[config.mk]
export PLATFORM = sky130hd
export DESIGN_NAME = hsk_kernel
export DESIGN_NICKNAME = d
export VERILOG_FILES = /design/src/logic/hsk_pkg.sv /design/src/logic/hsk_kernel.sv
export SDC_FILE = /design/constraint.sdc
export NUM_CORES = 1
export LEC_CHECK = 0
export ABC_AREA = 1
export BUFFER_PORTS_ARGS = -buffer_cell sky130_fd_sc_hd__buf_2
export CAP_MARGIN = 0
export CORE_MARGIN = 8
export CORE_UTILIZATION = 60
export CTS_CLUSTER_DIAMETER = 40
export DETAILED_ROUTE_END_ITERATION = 16
export PLACE_DENSITY = 0.9
export SETUP_SLACK_MARGIN = 0.05
export SLEW_MARGIN = 20
export SYNTH_ARGS = -nofsm -noshare
export SYNTH_HDL_FRONTEND = slang
export SYNTH_SLANG_ARGS = --single-unit
[constraint.sdc]
create_clock -name clk -period 1.7 [get_ports clk]
set_clock_uncertainty 0.2 [all_clocks]
set_input_delay 0.51 -clock clk [delete_from_list [all_inputs] [get_ports clk]]
set_output_delay 0.51 -clock clk [all_outputs]
set_load 0.02 [all_outputs]
[src/logic/hsk_pkg.sv]
// constants for the hop selection kernel
package hsk_pkg;
    localparam int HSK_CLK_W = 28;
    localparam int HSK_ADDR_W = 28;
    localparam int HSK_IDX_W = 7;
    localparam int HSK_SUM_W = 9;
    localparam int HSK_CW_W = 10;
    localparam int HSK_STAGES = 14;
    localparam int HSK_BANK_MAX = 79;
    // segment and band sizes per hop system
    localparam logic [HSK_SUM_W-1:0] HSK_BAND79 = 9'h04f;
    localparam logic [HSK_SUM_W-1:0] HSK_BAND23 = 9'h017;
    localparam logic [HSK_IDX_W-1:0] HSK_HALF79 = 7'h28;
    localparam logic [HSK_IDX_W-1:0] HSK_HALF23 = 7'h0c;
    localparam logic [5:0] HSK_DIR79 = 6'h20;
    localparam logic [5:0] HSK_DIR23 = 6'h10;
    localparam logic [24:0] HSK_MOD79 = 25'h000004f;
    localparam logic [24:0] HSK_MOD23 = 25'h0000017;
    // butterfly pairs, entry i is steered by control bit i
    localparam logic [2:0] HSK_LO79 [HSK_STAGES] =
        '{3'h0, 3'h2, 3'h1, 3'h3, 3'h0, 3'h1, 3'h0, 3'h3, 3'h1, 3'h0, 3'h2, 3'h1, 3'h0, 3'h1};
    localparam logic [2:0] HSK_HI79 [HSK_STAGES] =
        '{3'h1, 3'h3, 3'h2, 3'h4, 3'h4, 3'h3, 3'h2, 3'h4, 3'h4, 3'h3, 3'h4, 3'h3, 3'h3, 3'h2};
    localparam logic [2:0] HSK_LO23 [HSK_STAGES] =
        '{3'h0, 3'h2, 3'h0, 3'h1, 3'h0, 3'h1, 3'h0, 3'h2, 3'h0, 3'h1, 3'h0, 3'h1, 3'h0, 3'h2};
    localparam logic [2:0] HSK_HI23 [HSK_STAGES] =
        '{3'h1, 3'h3, 3'h3, 3'h2, 3'h2, 3'h3, 3'h1, 3'h3, 3'h2, 3'h3, 3'h3, 3'h2, 3'h1, 3'h3};

    typedef struct packed {
        logic [1:0] rst_sync;
        logic valid;
        logic [HSK_IDX_W-1:0] hop_index;
        logic [HSK_IDX_W-1:0] channel;
        logic [HSK_CW_W-1:0] code_word;
    } hsk_state_t;
endpackage : hsk_pkg

[src/logic/hsk_kernel.sv]
// hop selection kernel: addition, xor, butterfly permutation, addition, code word bank
//
// What this block does
// - phase picks position in segment; direction inputs pick master or slave hops
// - address ordering inputs fix order; mapping inputs fix frequency mapping
// - hop index comes from add, xor, permute, add, then bank lookup
// - first addition adds constant to phase, modulo 32 or 16
// - low four bits xor address bits 22-19; bit 4 passes unchanged
// - 23-hop variant carries only four bits through the xor
// - seven butterfly stages, fourteen control bits, five or four bits wide
// - control bits 0-8 from nine-bit input, 9-13 from five-bit input xor direction
// - 79-hop control bits swap the listed bit pairs
// - 23-hop control bits swap the listed bit pairs
// - each butterfly is a pair of muxes passing or exchanging two bits
// - second addition adds constant to permuted value, modulo 79 or 23
// - bank holds code words, even channels first then odd channels
// - bit 0 is least significant; high-low ranges include every bit
// - paging and inquiry use address only, phase and direction, mapping offset zero
// - in connection state, phase from clock bits 6-2 or 5-2; otherwise from page_phase
// - both direction inputs come from clock bit 1
// - master clock, native clock and paged clock estimate are kept apart
// - connection state xors address with clock, new segment every 64 or 32 slots
// - 79-hop connection inputs including mapping offset 16 times clock 27-7 mod 79
// - 23-hop connection inputs including mapping offset 8 times clock 27-6 mod 23
`timescale 1ns/10ps
module hsk_kernel
    import hsk_pkg::*;
(
    // clock and reset
    input wire logic clk,
    input wire logic nrst,
    // mode selection
    input wire logic hop79,
    input wire logic connection,
    input wire logic use_estimate,
    input wire logic [4:0] page_phase,
    // clocks and address from the link controller
    input wire logic [HSK_CLK_W-1:0] master_clock,
    input wire logic [HSK_CLK_W-1:0] native_clock,
    input wire logic [HSK_CLK_W-1:0] paged_clock_estimate,
    input wire logic [HSK_ADDR_W-1:0] device_address,
    // code word bank load
    input wire logic bank_load,
    input wire logic [HSK_IDX_W-1:0] bank_channel,
    input wire logic [HSK_CW_W-1:0] bank_word,
    // result
    output logic hop_valid,
    output logic [HSK_IDX_W-1:0] hop_index,
    output logic [HSK_IDX_W-1:0] hop_channel,
    output logic [HSK_CW_W-1:0] hop_code_word
);

    hsk_state_t s_q;
    hsk_state_t s_d;
    logic [HSK_CW_W-1:0] bank [HSK_BANK_MAX];
    logic [HSK_IDX_W-1:0] load_pos;

    // one butterfly stage set, bits above width stay zero
    function automatic logic [4:0] hsk_permute(input logic [4:0] z, input logic [13:0] p,
                                               input logic sys79);
        logic [4:0] v;
        logic [2:0] lo;
        logic [2:0] hi;
        logic t;
        v = z;
        for (int i = 0; i < HSK_STAGES; i++) begin
            lo = sys79 ? HSK_LO79[i] : HSK_LO23[i];
            hi = sys79 ? HSK_HI79[i] : HSK_HI23[i];
            t = v[lo];
            v[lo] = p[i] ? v[hi] : v[lo];
            v[hi] = p[i] ? t : v[hi];
        end
        return v;
    endfunction : hsk_permute

    // bank position of a channel: even channels in the first half
    always_comb begin
        load_pos = {1'b0, bank_channel[HSK_IDX_W-1:1]};
        if (bank_channel[0]) begin
            load_pos = (hop79 ? HSK_HALF79 : HSK_HALF23)
                + {1'b0, bank_channel[HSK_IDX_W-1:1]};
        end
    end

    always_ff @(posedge clk) begin
        if (bank_load && (bank_channel < (hop79 ? 7'h4f : 7'h17))) begin
            bank[load_pos] <= bank_word;
        end
    end

    logic [HSK_CLK_W-1:0] ck;
    logic [4:0] x_in;
    logic y1;
    logic [5:0] y2;
    logic [4:0] a_in;
    logic [3:0] b_in;
    logic [4:0] c_in;
    logic [8:0] d_in;
    logic [6:0] e_in;
    logic [HSK_IDX_W-1:0] f_in;
    logic [24:0] f_prod;
    logic [4:0] z1;
    logic [4:0] z2;
    logic [13:0] ctrl;
    logic [4:0] perm;
    logic [HSK_SUM_W-1:0] sum2;
    logic [HSK_SUM_W-1:0] idx_wide;
    logic [HSK_IDX_W-1:0] idx;
    logic [HSK_IDX_W-1:0] half;

    always_comb begin
        s_d = s_q;
        s_d.rst_sync = {s_q.rst_sync[0], 1'b1};
        // clock source per state
        if (connection) begin
            ck = master_clock;
        end else if (use_estimate) begin
            ck = paged_clock_estimate;
        end else begin
            ck = native_clock;
        end
        // phase and direction
        if (connection) begin
            x_in = hop79 ? ck[6:2] : {1'b0, ck[5:2]};
        end else begin
            x_in = hop79 ? page_phase : {1'b0, page_phase[3:0]};
        end
        y1 = ck[1];
        y2 = y1 ? (hop79 ? HSK_DIR79 : HSK_DIR23) : 6'h00;
        // address inputs, clock mixed in only in connection state
        a_in = device_address[27:23];
        b_in = device_address[22:19];
        c_in = {device_address[8], device_address[6], device_address[4],
                device_address[2], device_address[0]};
        d_in = device_address[18:10];
        e_in = {device_address[13], device_address[11], device_address[9], device_address[7],
                device_address[5], device_address[3], device_address[1]};
        f_prod = 25'h0;
        f_in = 7'h00;
        if (connection) begin
            a_in = a_in ^ ck[25:21];
            c_in = c_in ^ ck[20:16];
            d_in = d_in ^ ck[15:7];
            if (hop79) begin
                f_prod = {ck[27:7], 4'h0};
                f_in = 7'(f_prod % HSK_MOD79);
            end else begin
                f_prod = {ck[27:6], 3'h0};
                f_in = 7'(f_prod % HSK_MOD23);
            end
        end
        // first addition wraps at segment length
        z1 = x_in + a_in;
        if (!hop79) begin
            z1[4] = 1'b0;
        end
        // xor of the four low bits, bit 4 straight through
        z2 = {z1[4], z1[3:0] ^ b_in};
        ctrl = {c_in ^ {5{y1}}, d_in};
        perm = hsk_permute(z2, ctrl, hop79);
        // second addition wraps at band size
        sum2 = 9'(perm) + 9'(e_in) + 9'(f_in) + 9'(y2);
        idx_wide = sum2 % (hop79 ? HSK_BAND79 : HSK_BAND23);
        idx = idx_wide[HSK_IDX_W-1:0];
        half = hop79 ? HSK_HALF79 : HSK_HALF23;
        s_d.hop_index = idx;
        s_d.channel = (idx < half) ? {idx[5:0], 1'b0}
            : {7'(idx - half)} * 7'h02 + 7'h01;
        s_d.code_word = bank[idx];
        s_d.valid = 1'b1;
        if (!s_q.rst_sync[1]) begin
            s_d.valid = 1'b0;
            s_d.hop_index = 7'h00;
            s_d.channel = 7'h00;
            s_d.code_word = 10'h000;
        end
    end

    always_ff @(posedge clk or negedge nrst) begin
        if (!nrst) begin
            s_q <= '0;
        end else begin
            s_q <= s_d;
        end
    end

    assign hop_valid = s_q.valid;
    assign hop_index = s_q.hop_index;
    assign hop_channel = s_q.channel;
    assign hop_code_word = s_q.code_word;

endmodule : hsk_kernel

==> run_results.csv, run 1 <==
group,metric,value,unit
global_route,track_usage,86.4,%
placement,dp_hpwl,99900,um
logic_synthesis,ys_seq_area_share,54.7,%
placement,numPortBuffers,153,
floorplan,fp.dieH,288,um
cts,clock-sinks,815,
logic_synthesis,yosys_register_bits,815,
global_route,grt_max_degree,80,
cts,clock_path_buffers,3,
logic_synthesis,dominantRegCellSynth,"edfxtp_1",
floorplan,dieWidth,288,um
logic_synthesis,synth_nets,5115,
cts,htree_levels,3,
status,status,"stopped before the end",
status,error_line,"[ERROR GRT-0232] Routing congestion too high. Check the congestion heatmap in the GUI.",
placement,gp_congestion,0.984,
logic_synthesis,ys_warn_count,0,
logic_synthesis,synth-async-reset-ratio,3.07,%
floorplan,ioPinCount,165,
global_route,grt_overflow_total,1592,
logic_synthesis,syn_inst,4914,
cts,root_buffer,"clkbuf_16",
logic_synthesis,syn_avg_cell_area,9.05,um2
floorplan,start_util,60.2,%
logic_synthesis,synth_edf_count,790,
logic_synthesis,ys_types,66,
floorplan,rows,100,
status,stop_stage,"5_1_grt",
cts,numCtsBuffers,84,
logic_synthesis,netlist_area,0.0445,mm2
-- cells by family after synthesis --
| group | after synthesis | share of synthesized area (%) |
|---|---|---|
| AND/OR/NAND/NOR | 3204 | 33.8 |
| AO/OA/AOI/OAI | 243 | 3.38 |
| adder cells (fa/ha/maj) | 61 | 1.80 |
| other | 1 | 0.00843 |
| XOR/XNOR | 79 | 1.59 |
| buffers and inverters | 506 | 4.57 |
| multiplexers | 5 | 0.113 |
| flip-flops | 815 | 54.7 |
-- per-layer routing --
metal  track usage [%]  overflow
met1              83.2       134
met2              97.5       838
met3              80.6       146
met4              85.2       467
met5              62.4         7
-- Yosys cell counts (all sizes together), types with 4 or more instances --
master	n	area, um2
clkinv	9	38.8
inv	305	1150
nor2	277	1290
nand3	1034	5400
nand2	1785	7630
nand3b	14	105
mux2i	5	50.1
and2	17	114
nand4	39	272
o21ai	128	641
a21o	4	30.0
or2	22	140
fa	5	100
a21oi	55	410
dfrtp	25	626
xnor2	44	385
ha	56	701
o211ai	38	285
xor2	35	322
buf	42	231
nor3	14	86.3
clkbuf	150	607
edfxtp	790	23700
-- what timing repair did --
item                       4_1_cts
hold buffers                     1
hold endpoints to repair        25
buffers inserted               140
gates resized for setup        598
pin swaps                      223
setup endpoints to repair      837
cloned                          19
-- stage by stage --
stage                     area (um2)  hold WS (ns)  TNS (ns)  worst slack, ns  cells
after CTS                      61200        0.0438  -1247.48           -19.61   6989
after global placement         54200         0.135  -1931.87           -20.12   6676
after floorplan                45800        0.0144  -1627.22           -18.66   4914
after detailed placement       54200         0.143  -2145.04           -21.02   6676
==> inputs of run 2 (changes only) <==
- CORE_UTILIZATION: 60 -> 40
- CTS_CLUSTER_DIAMETER: 40 -> not set
- PLACE_DENSITY: 0.9 -> not set
- PLACE_DENSITY_LB_ADDON: not set -> 0.15
- SETUP_SLACK_MARGIN: 0.05 -> not set
==> run 2 against run 1 <==
The flow now finishes, with violations (negative setup slack). Synthesized cell count stayed put. Synthesized area stayed put.
==> run_results.csv, run 2 <==
group,metric,value,unit
cts,numCtsBuffers,85,
layout,stdcell_count,7623,
layout,largest_register_ffs,790,
worst_setup_path,cp_num_cells,191,
worst_setup_path,r2r_cells,8,
logic_synthesis,yosysTopAreaCell,"edfxtp_1",
routing,via_per_inst,5.14,
worst_setup_path,cp_top_family,"simple AND/OR/NAND/NOR gates",
worst_setup_path,critPathLaunchType,"primary input",
layout,register_area,0.0243,mm2
global_route,grt_overflow_total,0,
worst_hold_path,hold_end,"bank[34][5]$_DFFE_PP_",
status,status,"complete, but fails checks",
layout,final_common_cell,"nand2_1",
placement,gp_congestion,0.914,
layout,area_growth,42.5,%
cts,htree_levels,3,
logic_synthesis,ys_types,66,
logic_synthesis,yosysMostFrequentCell,"nand2_1",
logic_synthesis,netlist_area,0.0445,mm2
routing,totalWireLength,142000,um
worst_hold_path,hold-path-cell-count,1,
flow_run,drv_cap,0,
placement,placed_cells,7287,
worst_setup_path,critPathKind,"in -> reg",
routing,drt.antenna.violating_nets,0,
sta,hold_violations,0,
routing,drt_iter0_drc,3172,
layout,regMostFlops,"bank",
routing,num_vias,39200,
logic_synthesis,yosys_register_bits,815,
placement,dp_hpwl,95200,um
cts,clock_latency,0.64,ns
placement,numPortBuffers,153,
sta,slew_viol_final,0,
worst_setup_path,worstPathMaxFanout,10,
worst_setup_path,worstPathRequired,2.06,ns
worst_setup_path,critPathCaptureType,"register",
cts,clock_path_buffers,3,
logic_synthesis,syn_avg_cell_area,9.05,um2
logic_synthesis,synth_top_area_share,53.3,%
sta,period_share,1230,%
layout,n_antenna_cell,0,
sta,max_slew.worst_pin.slew,1.02,ns
floorplan,rows,122,
global_route,grt_pass1_wl,216000,um
sta,holdWs,0.0889,ns
logic_synthesis,synth_nets,5115,
worst_setup_path,cp.arrival,21.32,ns
worst_hold_path,hp-start,"bank_word[5]",
worst_setup_path,cpMaxStageDelayCell,"fa_1",
global_route,antenna_found_initial,0,
floorplan,core_area,0.111,mm2
floorplan,design.die.area,0.122,mm2
sta,fin_setup_tns,-1229.54,ns
global_route,track_usage,22.2,%
floorplan,dieWidth,349,um
sta,layout_setup_ws,-19.27,ns
logic_synthesis,syn_inst,4914,
logic_synthesis,synth_edf_count,790,
sta,setup_viol,837,
logic_synthesis,ys_warn_count,0,
sta,slew_headroom,32.1,%
global_route,first_global_vias,37800,
worst_setup_path,reg2reg_from,"bank[25][2]$_DFFE_PP_",
cts,path_clk_slew,0.06,ns
cts,cts_tree,"built",
logic_synthesis,yosys-top-cells-area,"edfxtp_1 53%, nand2_1 13%, nand3_1 11%, nand2_2 2.5%, inv_1 2.3%",
layout,drive_gt1_share,39.3,%
layout,multi_input_area,0.0220,mm2
logic_synthesis,dominantRegCellSynth,"edfxtp_1",
worst_setup_path,worst_path_largest_cell_delay,0.53,ns
worst_setup_path,crit_buf_inv,35,
cts,clock-sinks,815,
worst_setup_path,r2r_slack,0.12,ns
worst_hold_path,hold_path.class,"in -> reg",
layout,most-common-layout-cells,"1387 x nand2_1, 926 x buf_4, 797 x nand3_1, 790 x edfxtp_1, 243 x nand2_2",
logic_synthesis,synth-async-reset-ratio,3.07,%
cts,root_buffer,"clkbuf_16",
routing,post-route-drc-count,0,
sta,period_needed,20.97,ns
sta,rsz0062_at_grt,"yes",
floorplan,fp.dieH,349,um
sta,max_freq,47.7,MHz
floorplan,ioPinCount,165,
global_route,grt_max_degree,80,
logic_synthesis,ys_top_cells_by_count,"1546 x nand2_1, 1000 x nand3_1, 790 x edfxtp_1",
routing,drtPass1Iterations,5,
layout,fillCellCount,9626,
placement,preCtsSetupSlack,-20.97,ns
worst_setup_path,r2r_end,"hop_code_word[2]$_DFF_PN0_",
routing,routedWlPerCell,18.6,um
floorplan,start_util,40.3,%
status,violations,"negative setup slack",
layout,layout.nets,6276,
worst_setup_path,crit_top_cell,"nand2_4",
logic_synthesis,ys_seq_area_share,54.7,%
## run 2: cell counts after synthesis
No cell type changed its count.
## run 2: logic make-up after synthesis
logic type,Yosys count,share of synthesized area [%]
AOI/OAI and AO/OA,243,3.38
xor gates and xnor gates,79,1.59
adders and majority gates,61,1.80
buffers and inverters,506,4.57
DFF,815,54.7
muxes,5,0.113
other,1,0.00843
and+or+nand+nor,3204,33.8
## run 2: worst max path at each step
stage,end,from
2_1_floorplan,hop_channel[6]$_DFF_PN0_,connection
3_3_place_gp,hop_code_word[6]$_DFF_PN0_,use_estimate
3_5_place_dp,hop_code_word[9]$_DFF_PN0_,use_estimate
4_1_cts,hop_code_word[2]$_DFF_PN0_,use_estimate
5_1_grt,hop_code_word[1]$_DFF_PN0_,use_estimate
6_report,hop_code_word[6]$_DFF_PN0_,use_estimate
## run 2: layout make-up
| type | count | area share, % |
|---|---|---|
| Clock buffer | 108 | 3.64 |
| Clock inverter | 39 | 0.478 |
| Inverter | 314 | 1.99 |
| Multi-Input combinational cell | 3597 | 34.7 |
| Sequential cell | 815 | 38.4 |
| Tap cell | 1488 | 2.94 |
| Timing Repair Buffer | 1261 | 17.8 |
| Timing Repair inverter | 1 | 0.0138 |
## run 2: repair_timing
action | in CTS | in global routing
pin swaps | 187 | 211
hold buffers | 1 | 0
setup buffers | 112 | 57
cloned | 14 | 6
gates resized for setup | 456 | 301
hold endpoints to repair | 25 | 0
setup endpoints to repair | 837 | 837
## run 2: per-layer routing
layer  share of wire, %  track usage [%]  wire length [um]  up-vias
li1                   -                -                 -    19100
met1                 43             30.0             60300    18700
met2                 48             37.5             68400     1173
met3                6.1             2.74              8640      248
met4                3.2             6.52              4590        0
met5                  0                0                 0        -
## run 2: through the flow
stage                     utilization [%]  instance area, um2
after detailed placement             50.5               55800
after global placement               50.5               55800
after CTS                            55.8               61600
after floorplan                         -               45800
after global routing                 57.4               63400
final                                57.4               63400
Power of run 2 is not shown: default switching activity piles up to over one toggle a cycle in this logic, so the estimate is an artifact.
